File: src/adc_seq_map.vh
// register offsets, field positions, reset values and timing counts
`ifndef ADC_SEQ_MAP_VH
`define ADC_SEQ_MAP_VH

// ========================================================
// register offsets
`define ADDR_CONTROL_A       4'h0
`define ADDR_CONTROL_B       4'h1
`define ADDR_RESULT_HIGH     4'h2
`define ADDR_RESULT_LOW      4'h3
`define ADDR_STATUS          4'h4
`define ADDR_PORT_DATA       4'h5
`define ADDR_ANALOG_MASK     4'h6
`define ADDR_PIN_DIRECTION   4'h7

// ========================================================
// control a fields
`define CA_CLKSEL_HI         7
`define CA_CLKSEL_LO         6
`define CA_CHAN_HI           5
`define CA_CHAN_LO           3
`define CA_GO                2
`define CA_POWER             0
// control b fields
`define CB_FORMAT            7
`define CB_CLKSEL2           6
`define CB_PORTCFG_HI        3
`define CB_PORTCFG_LO        0
// status fields
`define ST_DONE              0

// ========================================================
// reset values
`define RST_CONTROL_A        8'h00
`define RST_CONTROL_B        8'h00
`define RST_ANALOG_MASK      8'hff
`define RST_PIN_DIRECTION    8'hff

// ========================================================
// clock select codes and timing
`define CLKSEL_RC            2'h3
`define CONV_TADS            4'hc
`define RECOVER_TADS         4'h2
`define RESULT_BITS          10

`endif

File: src/conv_clock_gen.v
// conversion clock enable generator: divided system clock or rc tick
`timescale 1ns/1ps
`default_nettype none
`include "adc_seq_map.vh"

module conv_clock_gen (
	input  wire       ref_clk,
	input  wire       rst,
	input  wire       run,
	input  wire       restart,
	input  wire [2:0] clk_select,
	input  wire       rc_osc_tick,
	output reg        tad_tick
);

	// ========================================================
	// divide ratio decode
	function [6:0] div_ratio;
		input [2:0] sel;
		begin
			case (sel)
			3'h0:    div_ratio = 7'h02;
			3'h4:    div_ratio = 7'h04;
			3'h1:    div_ratio = 7'h08;
			3'h5:    div_ratio = 7'h10;
			3'h2:    div_ratio = 7'h20;
			3'h6:    div_ratio = 7'h40;
			default: div_ratio = 7'h02;
			endcase
		end
	endfunction

	reg  [6:0] cnt_ff;
	wire       use_rc;
	wire [6:0] last;

	assign use_rc = (clk_select[1:0] == `CLKSEL_RC);
	assign last   = div_ratio(clk_select) - 7'h01;

	// ========================================================
	// restart aligns the first divided-clock period to the start of a conversion
	always @(posedge ref_clk) begin
		if (rst || !run || restart) begin
			cnt_ff   <= 7'h00;
			tad_tick <= 1'b0;
		end else if (use_rc) begin
			cnt_ff   <= 7'h00;
			tad_tick <= rc_osc_tick;
		end else if (cnt_ff == last) begin
			cnt_ff   <= 7'h00;
			tad_tick <= 1'b1;
		end else begin
			cnt_ff   <= cnt_ff + 7'h01;
			tad_tick <= 1'b0;
		end
	end

endmodule // conv_clock_gen
`default_nettype wire

File: src/sar_core.v
// successive approximation stepper with post-conversion recovery
`timescale 1ns/1ps
`default_nettype none
`include "adc_seq_map.vh"

module sar_core (
	input  wire       ref_clk,
	input  wire       rst,
	input  wire       tad_tick,
	input  wire       start,
	input  wire       abort,
	input  wire       cmp_high,
	output wire       busy,
	output wire       recovering,
	output reg        done,
	output reg  [9:0] result,
	output reg  [9:0] dac_code,
	output reg        hold_connect
);

	localparam ST_IDLE  = 2'h0;
	localparam ST_CONV  = 2'h1;
	localparam ST_RECOV = 2'h2;

	reg [1:0] state_ff;
	reg [3:0] cnt_ff;
	reg [9:0] sar_ff;
	reg [9:0] mask_ff;
	reg [9:0] nxt_sar;

	assign busy       = (state_ff == ST_CONV);
	assign recovering = (state_ff == ST_RECOV);

	always @* begin
		nxt_sar = cmp_high ? dac_code : sar_ff;
	end

	// ========================================================
	// one tad to settle, ten decisions, one tad to finish
	always @(posedge ref_clk) begin
		if (rst) begin
			state_ff     <= ST_IDLE;
			cnt_ff       <= 4'h0;
			sar_ff       <= 10'h000;
			mask_ff      <= 10'h000;
			dac_code     <= 10'h000;
			result       <= 10'h000;
			done         <= 1'b0;
			hold_connect <= 1'b1;
		end else begin
			done <= 1'b0;
			case (state_ff)
			ST_IDLE: begin
				if (start) begin
					state_ff     <= ST_CONV;
					cnt_ff       <= 4'h0;
					hold_connect <= 1'b0;
				end
			end
			ST_CONV: begin
				if (abort) begin
					state_ff <= ST_RECOV;
					cnt_ff   <= 4'h0;
				end else if (tad_tick) begin
					cnt_ff <= cnt_ff + 4'h1;
					if (cnt_ff == 4'h0) begin
						sar_ff   <= 10'h000;
						mask_ff  <= 10'h200;
						dac_code <= 10'h200;
					end else if (cnt_ff == `CONV_TADS - 4'h1) begin
						result   <= sar_ff;
						done     <= 1'b1;
						state_ff <= ST_RECOV;
						cnt_ff   <= 4'h0;
					end else begin
						sar_ff   <= nxt_sar;
						mask_ff  <= mask_ff >> 1;
						dac_code <= nxt_sar | (mask_ff >> 1);
					end
				end
			end
			ST_RECOV: begin
				if (tad_tick) begin
					cnt_ff <= cnt_ff + 4'h1;
					if (cnt_ff == `RECOVER_TADS - 4'h1) begin
						state_ff     <= ST_IDLE;
						hold_connect <= 1'b1;
					end
				end
			end
			default: begin
				state_ff     <= ST_IDLE;
				hold_connect <= 1'b1;
			end
			endcase
		end
	end

endmodule // sar_core
`default_nettype wire

File: src/adc_conversion_sequencer.v
// converter control: registers, start and abort, result justification
//
// The strobed register port and the placing of the registers were chosen for this implementation.
`timescale 1ns/1ps
`default_nettype none
`include "adc_seq_map.vh"

module adc_conversion_sequencer (
	input  wire       ref_clk,
	input  wire       rst,
	input  wire [3:0] addr,
	input  wire [7:0] wr_data,
	input  wire       wr_en,
	input  wire       rd_en,
	output reg  [7:0] rd_data,
	input  wire       rc_osc_tick,
	input  wire       cmp_high,
	input  wire [7:0] pin_in,
	output wire [9:0] dac_code,
	output wire       hold_capacitor_connect,
	output reg  [2:0] input_channel_select,
	output reg        converter_power_enable,
	output reg        conversion_done_flag,
	output reg  [7:0] pin_direction_bits
);

	// ========================================================
	// justification of the ten-bit result into the pair
	function [15:0] justify;
		input [9:0] res;
		input       right;
		begin
			if (right)
				justify = {6'h00, res};
			else
				justify = {res, 6'h00};
		end
	endfunction

	// ========================================================
	// register index match, shared by every write decode
	function hit;
		input [3:0] a;
		input [3:0] idx;
		begin
			hit = (a == idx);
		end
	endfunction

	// ========================================================
	// control state
	reg  [1:0] clk_sel_lo_ff;
	reg        clk_sel_hi_ff;
	reg        go_ff;
	reg        format_ff;
	reg  [3:0] port_cfg_ff;
	reg  [7:0] analog_mask_ff;
	reg  [7:0] result_high_byte;
	reg  [7:0] result_low_byte;

	wire       busy;
	wire       recovering;
	wire       conv_done;
	wire [9:0] conv_result;
	wire       tad_tick;
	wire [2:0] conv_clock_select;
	wire [15:0] packed_result;

	wire        wr_ctrl_a;
	wire        wr_ctrl_b;
	wire        wr_status;
	wire        wr_res_high;
	wire        wr_res_low;
	wire        wr_mask;
	wire        wr_dir;
	wire        start_req;
	wire        abort_req;
	wire        clk_run;
	wire        result_load;
	wire [7:0]  ctl_a_rst;
	wire [7:0]  ctl_b_rst;
	wire [7:0]  ctl_a_image;
	wire [7:0]  ctl_b_image;
	wire [7:0]  port_image;
	reg  [7:0]  nxt_rd_data;
	reg  [7:0]  nxt_result_high;
	reg  [7:0]  nxt_result_low;

	// reset images of the control registers, sliced field by field below
	assign ctl_a_rst = `RST_CONTROL_A;
	assign ctl_b_rst = `RST_CONTROL_B;

	assign conv_clock_select = {clk_sel_hi_ff, clk_sel_lo_ff};
	assign wr_ctrl_a   = wr_en && hit(addr, `ADDR_CONTROL_A);
	assign wr_ctrl_b   = wr_en && hit(addr, `ADDR_CONTROL_B);
	assign wr_status   = wr_en && hit(addr, `ADDR_STATUS);
	assign wr_res_high = wr_en && hit(addr, `ADDR_RESULT_HIGH);
	assign wr_res_low  = wr_en && hit(addr, `ADDR_RESULT_LOW);
	assign wr_mask     = wr_en && hit(addr, `ADDR_ANALOG_MASK);
	assign wr_dir      = wr_en && hit(addr, `ADDR_PIN_DIRECTION);

	// enable must already be on from an earlier write; channel and pin
	// direction take no part in the decision
	assign start_req = wr_ctrl_a && wr_data[`CA_GO] && wr_data[`CA_POWER] &&
		converter_power_enable && !busy && !recovering;

	// clearing start or powering down while busy ends the conversion
	assign abort_req = busy && wr_ctrl_a &&
		(!wr_data[`CA_GO] || !wr_data[`CA_POWER]);

	assign packed_result = justify(conv_result, format_ff);

	// a power-down abort still needs its two recovery periods, so the
	// divider keeps running until the stepper is back to sampling
	assign clk_run = converter_power_enable || recovering;

	// completion never lands while powered down; the guard keeps the
	// pair as plain storage whenever the converter is off
	assign result_load = conv_done && converter_power_enable;

	// ========================================================
	// read images: unimplemented bits read as zero
	assign ctl_a_image = {clk_sel_lo_ff, input_channel_select, go_ff,
		1'b0, converter_power_enable};
	assign ctl_b_image = {format_ff, clk_sel_hi_ff, 2'h0, port_cfg_ff};
	assign port_image  = pin_in & ~analog_mask_ff;

	// ========================================================
	// conversion clock and stepper
	conv_clock_gen u_clk (
		.ref_clk     (ref_clk),
		.rst         (rst),
		.run         (clk_run),
		.restart     (start_req),
		.clk_select  (conv_clock_select),
		.rc_osc_tick (rc_osc_tick),
		.tad_tick    (tad_tick)
	);

	sar_core u_sar (
		.ref_clk      (ref_clk),
		.rst          (rst),
		.tad_tick     (tad_tick),
		.start        (start_req),
		.abort        (abort_req),
		.cmp_high     (cmp_high),
		.busy         (busy),
		.recovering   (recovering),
		.done         (conv_done),
		.result       (conv_result),
		.dac_code     (dac_code),
		.hold_connect (hold_capacitor_connect)
	);

	// ========================================================
	// control a fields
	always @(posedge ref_clk) begin
		if (rst) begin
			clk_sel_lo_ff          <= ctl_a_rst[`CA_CLKSEL_HI:`CA_CLKSEL_LO];
			input_channel_select   <= ctl_a_rst[`CA_CHAN_HI:`CA_CHAN_LO];
			converter_power_enable <= ctl_a_rst[`CA_POWER];
		end else if (wr_ctrl_a) begin
			clk_sel_lo_ff          <= wr_data[`CA_CLKSEL_HI:`CA_CLKSEL_LO];
			input_channel_select   <= wr_data[`CA_CHAN_HI:`CA_CHAN_LO];
			converter_power_enable <= wr_data[`CA_POWER];
		end
	end

	// ========================================================
	// control b fields
	always @(posedge ref_clk) begin
		if (rst) begin
			format_ff     <= ctl_b_rst[`CB_FORMAT];
			clk_sel_hi_ff <= ctl_b_rst[`CB_CLKSEL2];
			port_cfg_ff   <= ctl_b_rst[`CB_PORTCFG_HI:`CB_PORTCFG_LO];
		end else if (wr_ctrl_b) begin
			format_ff     <= wr_data[`CB_FORMAT];
			clk_sel_hi_ff <= wr_data[`CB_CLKSEL2];
			port_cfg_ff   <= wr_data[`CB_PORTCFG_HI:`CB_PORTCFG_LO];
		end
	end

	// ========================================================
	// analog mask and pin direction storage
	always @(posedge ref_clk) begin
		if (rst) begin
			analog_mask_ff     <= `RST_ANALOG_MASK;
			pin_direction_bits <= `RST_PIN_DIRECTION;
		end else begin
			if (wr_mask)
				analog_mask_ff <= wr_data;
			if (wr_dir)
				pin_direction_bits <= wr_data;
		end
	end

	// ========================================================
	// start bit: hardware clear on completion outranks software
	always @(posedge ref_clk) begin
		if (rst)
			go_ff <= ctl_a_rst[`CA_GO];
		else if (conv_done)
			go_ff <= 1'b0;
		else if (start_req)
			go_ff <= 1'b1;
		else if (abort_req)
			go_ff <= 1'b0;
		else if (wr_ctrl_a && !busy)
			go_ff <= 1'b0;
	end

	// ========================================================
	// done flag: a completion in the same cycle as a clear wins
	always @(posedge ref_clk) begin
		if (rst)
			conversion_done_flag <= 1'b0;
		else if (conv_done)
			conversion_done_flag <= 1'b1;
		else if (wr_status)
			conversion_done_flag <= wr_data[`ST_DONE];
	end

	// ========================================================
	// result pair next values: a completion outranks a software write
	always @* begin
		nxt_result_high = result_high_byte;
		nxt_result_low  = result_low_byte;
		if (result_load) begin
			nxt_result_high = packed_result[15:8];
			nxt_result_low  = packed_result[7:0];
		end else begin
			if (wr_res_high)
				nxt_result_high = wr_data;
			if (wr_res_low)
				nxt_result_low = wr_data;
		end
	end

	// deliberately outside the reset so the pair survives it
	always @(posedge ref_clk) begin
		result_high_byte <= nxt_result_high;
		result_low_byte  <= nxt_result_low;
	end

	// ========================================================
	// read mux: data stands only in the cycle after the strobe; the
	// extra cycle buys an output taken straight from a flop
	always @* begin
		nxt_rd_data = 8'h00;
		if (rd_en) begin
			case (addr)
			`ADDR_CONTROL_A:
				nxt_rd_data = ctl_a_image;
			`ADDR_CONTROL_B:
				nxt_rd_data = ctl_b_image;
			`ADDR_RESULT_HIGH:
				nxt_rd_data = result_high_byte;
			`ADDR_RESULT_LOW:
				nxt_rd_data = result_low_byte;
			`ADDR_STATUS:
				nxt_rd_data = {7'h00, conversion_done_flag};
			`ADDR_PORT_DATA:
				nxt_rd_data = port_image;
			`ADDR_ANALOG_MASK:
				nxt_rd_data = analog_mask_ff;
			`ADDR_PIN_DIRECTION:
				nxt_rd_data = pin_direction_bits;
			default:
				nxt_rd_data = 8'h00;
			endcase
		end
	end

	always @(posedge ref_clk) begin
		if (rst)
			rd_data <= 8'h00;
		else
			rd_data <= nxt_rd_data;
	end

endmodule // adc_conversion_sequencer
`default_nettype wire

File: config.mk
export PLATFORM = sky130hd
export DESIGN_NAME = adc_conversion_sequencer
export DESIGN_NICKNAME = d
export VERILOG_FILES = /design/src/conv_clock_gen.v /design/src/sar_core.v /design/src/adc_conversion_sequencer.v
export VERILOG_INCLUDE_DIRS = /design/src
export SDC_FILE = /design/constraint.sdc
export NUM_CORES = 1
export LEC_CHECK = 0
export ABC_CLOCK_PERIOD_IN_PS = 2350
export BUFFER_PORTS_ARGS = -buffer_cell sky130_fd_sc_hd__buf_2
export CORE_MARGIN = 10
export CORE_UTILIZATION = 45
export DETAILED_ROUTE_END_ITERATION = 8
export GPL_ROUTABILITY_DRIVEN = 1
export PLACE_DENSITY = 0.66
export SYNTH_ARGS = -nofsm -noshare
export SYNTH_HDL_FRONTEND = slang
export SYNTH_HIERARCHICAL = 1
export SYNTH_SLANG_ARGS = --single-unit
File: constraint.sdc
create_clock -name ref_clk -period 2.35 [get_ports ref_clk]
set_input_delay 0.3525 -clock ref_clk [delete_from_list [all_inputs] [get_ports ref_clk]]
set_output_delay 0.3525 -clock ref_clk [all_outputs]
set_load 0.05 [all_outputs]
Word-level counts from Yosys, hierarchy flattened:

Cells that the tools add are included.

* flip-flop bits (word level): 110
* input port bits: 26
* output and inout port bits: 32
* logic and storage cells: 142

* $add $sub $neg: 3
* equality and inequality tests: 25
* muxes and demuxes: 41
* bitwise gates (word level): 8
* reduce and logical (&&, ||, !) cells: 42

Operators with widths (number)
* $mux 10: 7
* $pmux 8 s8: 1
* $pmux 7 s5: 1
* $mux 8: 4
* $mux 4: 6
* $eq 4x3->1 const B: 4
* $logic_and 1x1->1: 16
* $mux 16: 1
* $mux 2: 7
* $pmux 4 s3: 1
* $reduce_and 4->1: 3
* $mux 1: 11
* $or 10x9->10: 1
* $eq 3x3->1 const B: 3
* $and 8x8->8: 1
* $eq 4x1->1 const B: 2
* $eq 4x2->1 const B: 2
* $logic_not 4->1: 2
* $not 8->8: 1
* $add 7x1->7 const B: 1
* $eq 7x7->1: 1
* $sub 7x1->7 const B: 1
* $ne 2x1->1 const B: 3
* $ne 3x1->1 const B: 2
* 21 further kinds: 37

Depth between registers and ports, before layout:

Gate-level depths: netlist of the first run.

* word-level depth: 9
* mapped depth: 9
* depth with buffers taken out: 9

Hierarchy:

The synthesis of the first run kept the hierarchy.

Modules (own cells, without submodules)
* adc_conversion_sequencer: instances 1, cells each 274, area each 2675.1 sq um, seq. area each 1241.2 sq um
* sar_core: instances 1, cells each 224, area each 2117.0 sq um, seq. area each 940.9 sq um
* conv_clock_gen: instances 1, cells each 65, area each 581.8 sq um, seq. area each 160.2 sq um

Least setup slack after synthesis of the first run:

Ideal clock, no wire load.

* path type: reg2reg
* start point: register u_sar.state_ff[0]
* end point: register u_sar.cnt_ff[3]
* setup time: 70 ps
* arrival: 2274 ps
* data required time: 2280 ps
* path slack: 6 ps
* stages on the path, launching flop included: 9
* buffers on the path: 0
* period minus slack after synthesis: 2344 ps
* cell sequence: dfxtp_1 inv_1 ha_1 nor4bb_1 and4_1 nor2b_1 or4_4 or3_1 a21oi_1

* elaborated cells on any way between the ends: 16
* classes of those cells: 5 x eq/ne; 2 x mux; 9 x reduce/logical

RTL lines
* start, declared: RTL line sar_core.v:25 `reg [1:0] state_ff;`
* start signal, assigned: RTL line sar_core.v:42 `state_ff <= ST_IDLE;`
* start signal, assigned: RTL line sar_core.v:55 `state_ff <= ST_CONV;`
* start signal, assigned: RTL line sar_core.v:62 `state_ff <= ST_RECOV;`
* $eq 2x2->1: RTL line sar_core.v:32 `assign recovering = (state_ff == ST_RECOV);`
* via recovering: RTL line adc_conversion_sequencer.v:62 `wire recovering;`
* $logic_not 1->1: RTL line adc_conversion_sequencer.v:105 `converter_power_enable && !busy && !recovering;`
* $logic_and 1x1->1: RTL line adc_conversion_sequencer.v:104 `` assign start_req = wr_ctrl_a && wr_data[`CA_GO] && wr_data[`CA_POWER] && ``
* via start_req: RTL line adc_conversion_sequencer.v:76 `wire start_req;`
* $ne 2x2->1 (no line)
* $reduce_and 4->1 (no line)
* end signal, assigned: RTL line sar_core.v:65 `cnt_ff <= cnt_ff + 4'h1;`
* end signal, assigned: RTL line sar_core.v:84 `cnt_ff <= cnt_ff + 4'h1;`
* end, declared: RTL line sar_core.v:26 `reg [3:0] cnt_ff;`

The timed path passes the listed nets, and every way through them passes these cells.
A chain may end at the register's enable or synchronous reset.

Worst setup path after layout of the first run:

* start point: register u_sar.state_ff[1]
* end point: register u_sar.cnt_ff[2]

* cells in the longest elaborated chain, start to end: 6
* elaborated cells on any way between the ends: 16
* classes of those cells: 5 x eq/ne; 2 x mux; 9 x reduce/logical

Ends and longest elaborated chain
* $eq 2x1->1: RTL line sar_core.v:31 `assign busy = (state_ff == ST_CONV);`
* via busy: RTL line adc_conversion_sequencer.v:61 `wire busy;`
* $logic_not 1->1: RTL line adc_conversion_sequencer.v:105
* $logic_and 1x1->1 (2 in a row): RTL line adc_conversion_sequencer.v:104
* via start_req: RTL line adc_conversion_sequencer.v:76
* $ne 2x2->1 (no line)
* $reduce_and 4->1 (no line)

The timed path passes the listed nets, and every way through them passes these cells.

==> flow_summary.yaml, run 1 <==
run_status:
  outcome: "complete, no violations"
detailed_routing:
  drtIter0Drc: 284
  drt_pass1_iterations: 5
  dr_total_vias: 4337
  wl_um: 13500
  antenna_left: 0
  routedWlPerCell_um: 17.4
  drcViolationCount: 0
  vias_per_cell: 5.60
sta:
  rsz0062_at_grt: "yes"
  finalCritPeriodShare_pct: 97.4
  tightestPinTransition_ps: 617
  worst_hold_slack_ps: 286
  finalCriticalPeriod_ps: 2290
  slew_violations: 0
  fmax_mhz: 437
  max_slew_margin_pct: 58.8
  fin_skew_ps: 7.51
  setup_viol: 0
  tns_ps: 0
  hold_violations: 0
job:
  max-cap-violations: 0
yosys:
  ys_types: 68
  synth_top_area_share_pct: 34.6
  synth_area_mm2: 0.00537
  async_flop_share_pct: 0
  synth_area_leader_cell: "dfxtp_1"
  synth_edf_count: 16
  ys_seq_elements: 109
  yosysSeqAreaShare_pct: 43.6
  syn_nets: 604
  yosys_warnings: 6
  synth_area_per_cell_um2: 9.55
  ys.flop_type: "dfxtp_1"
  synth_cells: 563
  ys_top_cells_by_area: "dfxtp_1 (35%), edfxtp_1 (8.9%), mux2i_1 (7.6%)"
pwr:
  peakVddDrop_mv: 0.434
  power_w: 0.00361
  internal-power_w: 0.00278
  clkPwrFrac_pct: 39.7
  seqPwrFrac_pct: 53.0
  netSwitchingPower_w: 0.000835
  p_comb_share_pct: 7.3
  power_density_mw_per_mm2: 575
  switching_share_pct: 23.1
  leakagePower_nw: 2.38
floorplan:
  ios: 58
  die_h_um: 129
  die_w_um: 129
  placementRows: 39
  die-area_mm2: 0.0167
  core_mm2: 0.0116
  start_util_pct: 46.5
global_route:
  antenna_found_initial: 0
  grt_pass1_vias: 4294
  grt_max_degree: 42
  grt_pass1_wl_um: 22000
  grt_util_all_layers_pct: 16.3
  grt_overflow: 0
clocking:
  cts_buffer_depth: 2
  clock_sinks: 109
  cts_max_level: 3
  cts_buffers: 9
  cts_tree: "yes"
  clock_latency_ps: 350
  clk_pin_slew_worst_paths_ps: 70
  clockRootBuffer: "clkbuf_16"
setup_path:
  timing.critical_path.required_ps: 2630
  startpoint: "u_sar/state_ff[1]"
  critPathCaptureType: "register"
  arrival_ps: 2570
  cp_max_fo: 5
  worst-setup-path-type: "reg2reg"
  start_kind: "register"
  r2r-start: "u_sar/state_ff[1]"
finish:
  fin_nets: 668
  final_cell_mix: "dfxtp_1 (90), nor2_1 (58), buf_2 (57), nand2_1 (41), mux2i_1 (41)"
  syn_to_final_growth_pct: 16.8
  drive_gt1_share_pct: 22.6
  diodes: 0
  mostFrequentLayoutCell: "dfxtp_1"
hold_path:
  hold_start: "rc_osc_tick"
  hold_path_class: "in2reg"
placed_design:
  io_buffers: 57
  gp_congestion: 0.907
  dp_hpwl_um: 9860
-- kinds of logic after synthesis --
logic type | after synthesis | share of synthesized area [%]
adders and majority gates | 15 | 3.49
DFF | 109 | 43.6
AOI/OAI and AO/OA | 120 | 15.8
xor gates and xnor gates | 8 | 1.44
muxes | 50 | 9.94
buffers and inverters | 47 | 3.91
and+or+nand+nor | 214 | 21.8
-- cells in the mapped netlist (2+ instances only) --
cell type	n
nor3_1	11
nor4_1	4
a32oi_1	3
nand2_1	41
and2_0	2
a21boi_0	2
nand3b_1	12
o221a_2	3
nor2b_1	17
a22o_1	11
or3b_1	2
xnor2_1	5
mux2i_1	41
clkbuf_1	17
a211o_1	11
a21oi_1	29
or3_1	4
ha_1	15
nor2_1	59
edfxtp_1	16
o2111ai_1	2
inv_1	15
nand3_1	17
a22oi_1	10
a31oi_1	9
and2_1	9
mux2_2	7
nor2_4	2
nor3b_1	3
and3_1	3
dfxtp_1	93
o31ai_1	6
a211oi_1	6
o2bb2ai_1	2
xor2_1	2
buf_2	9
o21ai_0	18
nand2b_1	12
buf_4	4
-- routing by layer --
| metal | GRT usage, % | routed length, um | up-vias | part of all wire [%] |
|---|---|---|---|---|
| met5 | 0 | 0 | - | 0 |
| met4 | 4.62 | 203 | 0 | 1.5 |
| met3 | 5.30 | 863 | 14 | 6.4 |
| met2 | 25.9 | 6510 | 105 | 48 |
| met1 | 20.6 | 5920 | 2068 | 44 |
| li1 | - | - | 2150 | - |
-- worst paths after layout --
check | slack, ps | to | depth (start not counted)
worst min-delay path | 290 | u_clk/tad_tick | 3
worst min register to register | 480 | input_channel_select[1] | 2
worst max-delay path | 60 | u_sar/cnt_ff[2] | 8
worst max register to register | 60 | u_sar/cnt_ff[2] | 8
-- power groups by stage --
stage                     clock [W]  sequential, W  combinational, W
after floorplan                   0        0.00198          0.000153
after global placement            0        0.00196          0.000258
after detailed placement          0        0.00196          0.000261
after CTS                   0.00147        0.00191          0.000262
after global routing        0.00155        0.00191          0.000289
final                       0.00143        0.00191          0.000264
-- sequential cells by signal (all words and copies together) (netlist names), 4 cells and up --
signal	count
u_sar/mask_ff	9
u_clk/cnt_ff	7
port_cfg_ff	4
u_sar/sar_ff	10
result_high_byte	8
result_low_byte	8
analog_mask_ff	8
u_sar/cnt_ff	4
u_sar/dac_code	10
pin_direction_bits	8
u_sar/result	10
rd_data	8
-- repair_timing --
action	in CTS	in global routing
hold buffers	0	0
setup buffers	0	2
gates resized for setup	1	21
setup endpoints to repair	2	25
pin swaps	0	9
-- critical path, cell delays in order (launching register included) --
cell	delay, ps
dfxtp_4	390
inv_4	50
ha_4	150
nor4bb_1	260
and4_1	270
nor2b_2	60
or4_4	560
or3_1	370
a21oi_1	120
-- area by class of cell --
class	count	area, um^2
Inverter	15	61.3
Fill cell	1028	5290
Multi-Input combinational cell	407	2900
Timing Repair Buffer	85	508
Clock buffer	13	260
Clock inverter	3	18.8
Tap cell	143	179
Sequential cell	109	2350
-- per-stage QoR --
step / utilization, % / worst slack, ps / std cells / area (um^2)
floorplan: - / 5.98 / 563 / 5370
global placement: 51.0 / 121 / 757 / 5890
detailed placement: 51.0 / -0.365 / 757 / 5890
CTS: 53.4 / 20.8 / 773 / 6170
global route: 54.3 / -60.4 / 775 / 6280
finish: 54.3 / 60.9 / 775 / 6280
Note: power is estimated with default switching activity, not from simulation.
==> run 2, diff against run 1 <==
--- a/config.mk
+++ b/config.mk
@@ -15,5 +15,4 @@
 export PLACE_DENSITY = 0.66
 export SYNTH_ARGS = -nofsm -noshare
 export SYNTH_HDL_FRONTEND = slang
-export SYNTH_HIERARCHICAL = 1
 export SYNTH_SLANG_ARGS = --single-unit
==> run 2 against run 1 <==
Compared with the run above: synthesized cell count increased by 3.2%; clock skew increased by 1.1 ps; via count decreased by 0.25%; final area decreased by 4.8%; critical endpoint is now u_sar.cnt_ff[2]; global-route usage decreased by 0.69 points; die area decreased by 2.6%; wire length decreased by 4.2%; first-iteration DRC count increased by 35%; clock power increased by 4%; fmax increased by 12%; largest cell class unchanged; power increased by 0.89%; synthesized area decreased by 3.1%.
==> flow_summary.yaml, run 2 <==
detailed_routing:
  routedWlPerCell_um: 16.6
  drtIter0Drc: 382
  dr_total_vias: 4326
  drcViolationCount: 0
  vias_per_cell: 5.55
  antenna_left: 0
  drt_pass1_iterations: 7
  wl_um: 12900
floorplan:
  placementRows: 39
  die_h_um: 128
  die_w_um: 128
  ios: 58
  core_mm2: 0.0114
  start_util_pct: 45.8
  die-area_mm2: 0.0163
setup_path:
  cp_max_fo: 11
  endpoint: "u_sar.cnt_ff[2]"
  critPathCaptureType: "register"
  r2r-start: "u_sar.state_ff[1]"
  timing.critical_path.required_ps: 2640
  reg2regPathDepth: 6
  reg2reg_setup_slack_ps: 310
  path_buf_inv: 1
  startpoint: "u_sar.state_ff[1]"
  worst-setup-path-type: "reg2reg"
  slowest_stage: "a221oi_1"
  cpPeakStageDelay_ps: 450
  cp_cell_sequence: "inv_1 > ha_1 > a221oi_1 > nand3_4 > a2111o_1 > a21oi_2"
  cp_top_family: "compound AO/OA/AOI/OAI gates"
  r2r-end: "u_sar.cnt_ff[2]"
  start_kind: "register"
  arrival_ps: 2330
  worstSetupPathDepth: 6
run_status:
  outcome: "complete, no violations"
global_route:
  grt_pass1_vias: 4097
  grt_util_all_layers_pct: 15.6
  grt_overflow: 0
  grt_pass1_wl_um: 21000
  grt_max_degree: 31
  antenna_found_initial: 0
finish:
  final_cell_mix: "dfxtp_1 (93), nand2_1 (91), buf_2 (57), a21oi_1 (44), nor2_1 (41)"
  fin_nets: 671
  fill_cells: 1057
  reg.largest.list: "u_sar.dac_code: 10 flops, u_sar.result: 10 flops, u_sar.sar_ff: 10 flops"
  mostFrequentLayoutCell: "dfxtp_1"
  diodes: 0
  syn_to_final_growth_pct: 14.7
  ff_latch_area_mm2: 0.00234
  drive_gt1_share_pct: 18.9
  multi_input_area_mm2: 0.00265
pwr:
  leakagePower_nw: 2.28
  power_w: 0.00364
  power_density_mw_per_mm2: 610
  peakVddDrop_mv: 0.426
yosys:
  synth_area_leader_cell: "dfxtp_1"
  synth.top_cells.by_count: "dfxtp_1 (93), nand2_1 (91), a21oi_1 (44)"
  synth_top_area_share_pct: 35.7
  async_flop_share_pct: 0
  ys_seq_elements: 109
  synth_area_mm2: 0.00521
  yosysSeqAreaShare_pct: 45.0
  synth_edf_count: 16
  yosys_warnings: 0
  synth_cells: 581
  ys.flop_type: "dfxtp_1"
  synth_area_per_cell_um2: 8.97
  ys_top_cells_by_area: "dfxtp_1 (36%), edfxtp_1 (9.2%), nand2_1 (6.6%)"
  syn_nets: 621
  yosysMostFrequentCell: "dfxtp_1"
  ys_types: 55
placed_design:
  dp_slack_ps: 76.2
  io_buffers: 57
  gp_congestion: 0.901
  dp_hpwl_um: 9240
sta:
  slew_violations: 0
  finalCriticalPeriod_ps: 2040
  tns_ps: 0
  fin_ws_ps: 311
  finalCritPeriodShare_pct: 86.8
  setup_viol: 0
  max_slew_margin_pct: 51.0
  fmax_mhz: 490
  hold_violations: 0
  tightestPinTransition_ps: 733
  fin_skew_ps: 8.62
  rsz0062_at_grt: "no"
clocking:
  clk_pin_slew_worst_paths_ps: 70
  cts_buffers: 9
  clockRootBuffer: "clkbuf_16"
  cts_buffer_depth: 2
  post_cts_resize_count: 0
  postCtsSetupRepairBufs: 0
  cts_max_level: 3
  cts_tree: "yes"
  clock_sinks: 109
  clock_latency_ps: 360
  hold_buffers: 0
job:
  max-cap-violations: 0
hold_path:
  hold_path_class: "in2reg"
## run 2: how the worst min path moves through the flow
stage | from | endpoint | slack (ps) | cells after the start
floorplan | u_clk.cnt_ff[0] | u_clk.cnt_ff[0] | 430 | 1
global placement | u_clk.cnt_ff[0] | u_clk.cnt_ff[0] | 440 | 1
CTS | rc_osc_tick | u_clk.tad_tick | 250 | 3
global route | rc_osc_tick | u_clk.tad_tick | 280 | 3
detailed placement | port_cfg_ff[2] | port_cfg_ff[2] | 450 | 2
finish | rc_osc_tick | u_clk.tad_tick | 260 | 3
## run 2: layout make-up
type	instances	area share, %
clock buffers	10	3.83
well taps	143	2.99
clock inverters	6	0.942
flip-flops and latches	109	39.2
multi-input cells	418	44.4
repair buffers	79	7.75
inverters	14	0.879
## run 2: layer usage
metal,up-vias,part of all wire [%],GRT usage (%)
li1,2159,-,-
met5,-,0,0
met4,0,1.5,5.36
met3,15,6.1,3.64
met2,113,46,24.5
met1,2039,46,20.5
## run 2: kinds of logic after synthesis
| logic type | count (synthesis) | share of synthesized area, % |
|---|---|---|
| simple gates | 223 | 20.4 |
| compound gates | 129 | 16.6 |
| flops | 109 | 45.0 |
| buf+inv | 54 | 4.20 |
| mux | 45 | 9.32 |
| fa+ha+maj | 14 | 3.36 |
| xor+xnor | 7 | 1.18 |
## run 2: stage by stage
stage / instance area, um^2 / util (%) / hold WS (ps) / instances
2_1_floorplan: 5210 / - / 430 / 581
3_3_place_gp: 5690 / 50.0 / 440 / 763
3_5_place_dp: 5690 / 50.0 / 448 / 763
4_1_cts: 5980 / 52.6 / 250 / 779
5_1_grt: 5980 / 52.6 / 280 / 779
6_report: 5980 / 52.6 / 257 / 779
## run 2: worst min-delay path: stages
cell and delay [ps]:
buf_2 100, nand2_1 60, o2bb2ai_1 60
## run 2: where the power goes
| group | switching (W) | internal [W] | leakage, nW |
|---|---|---|---|
| clock | 0.000742 | 0.000743 | 0.137 |
| combinational | 0.000156 | 0.0000877 | 1.25 |
| sequential | 0.00000942 | 0.00190 | 0.895 |
| total | 0.000908 | 0.00273 | 2.28 |
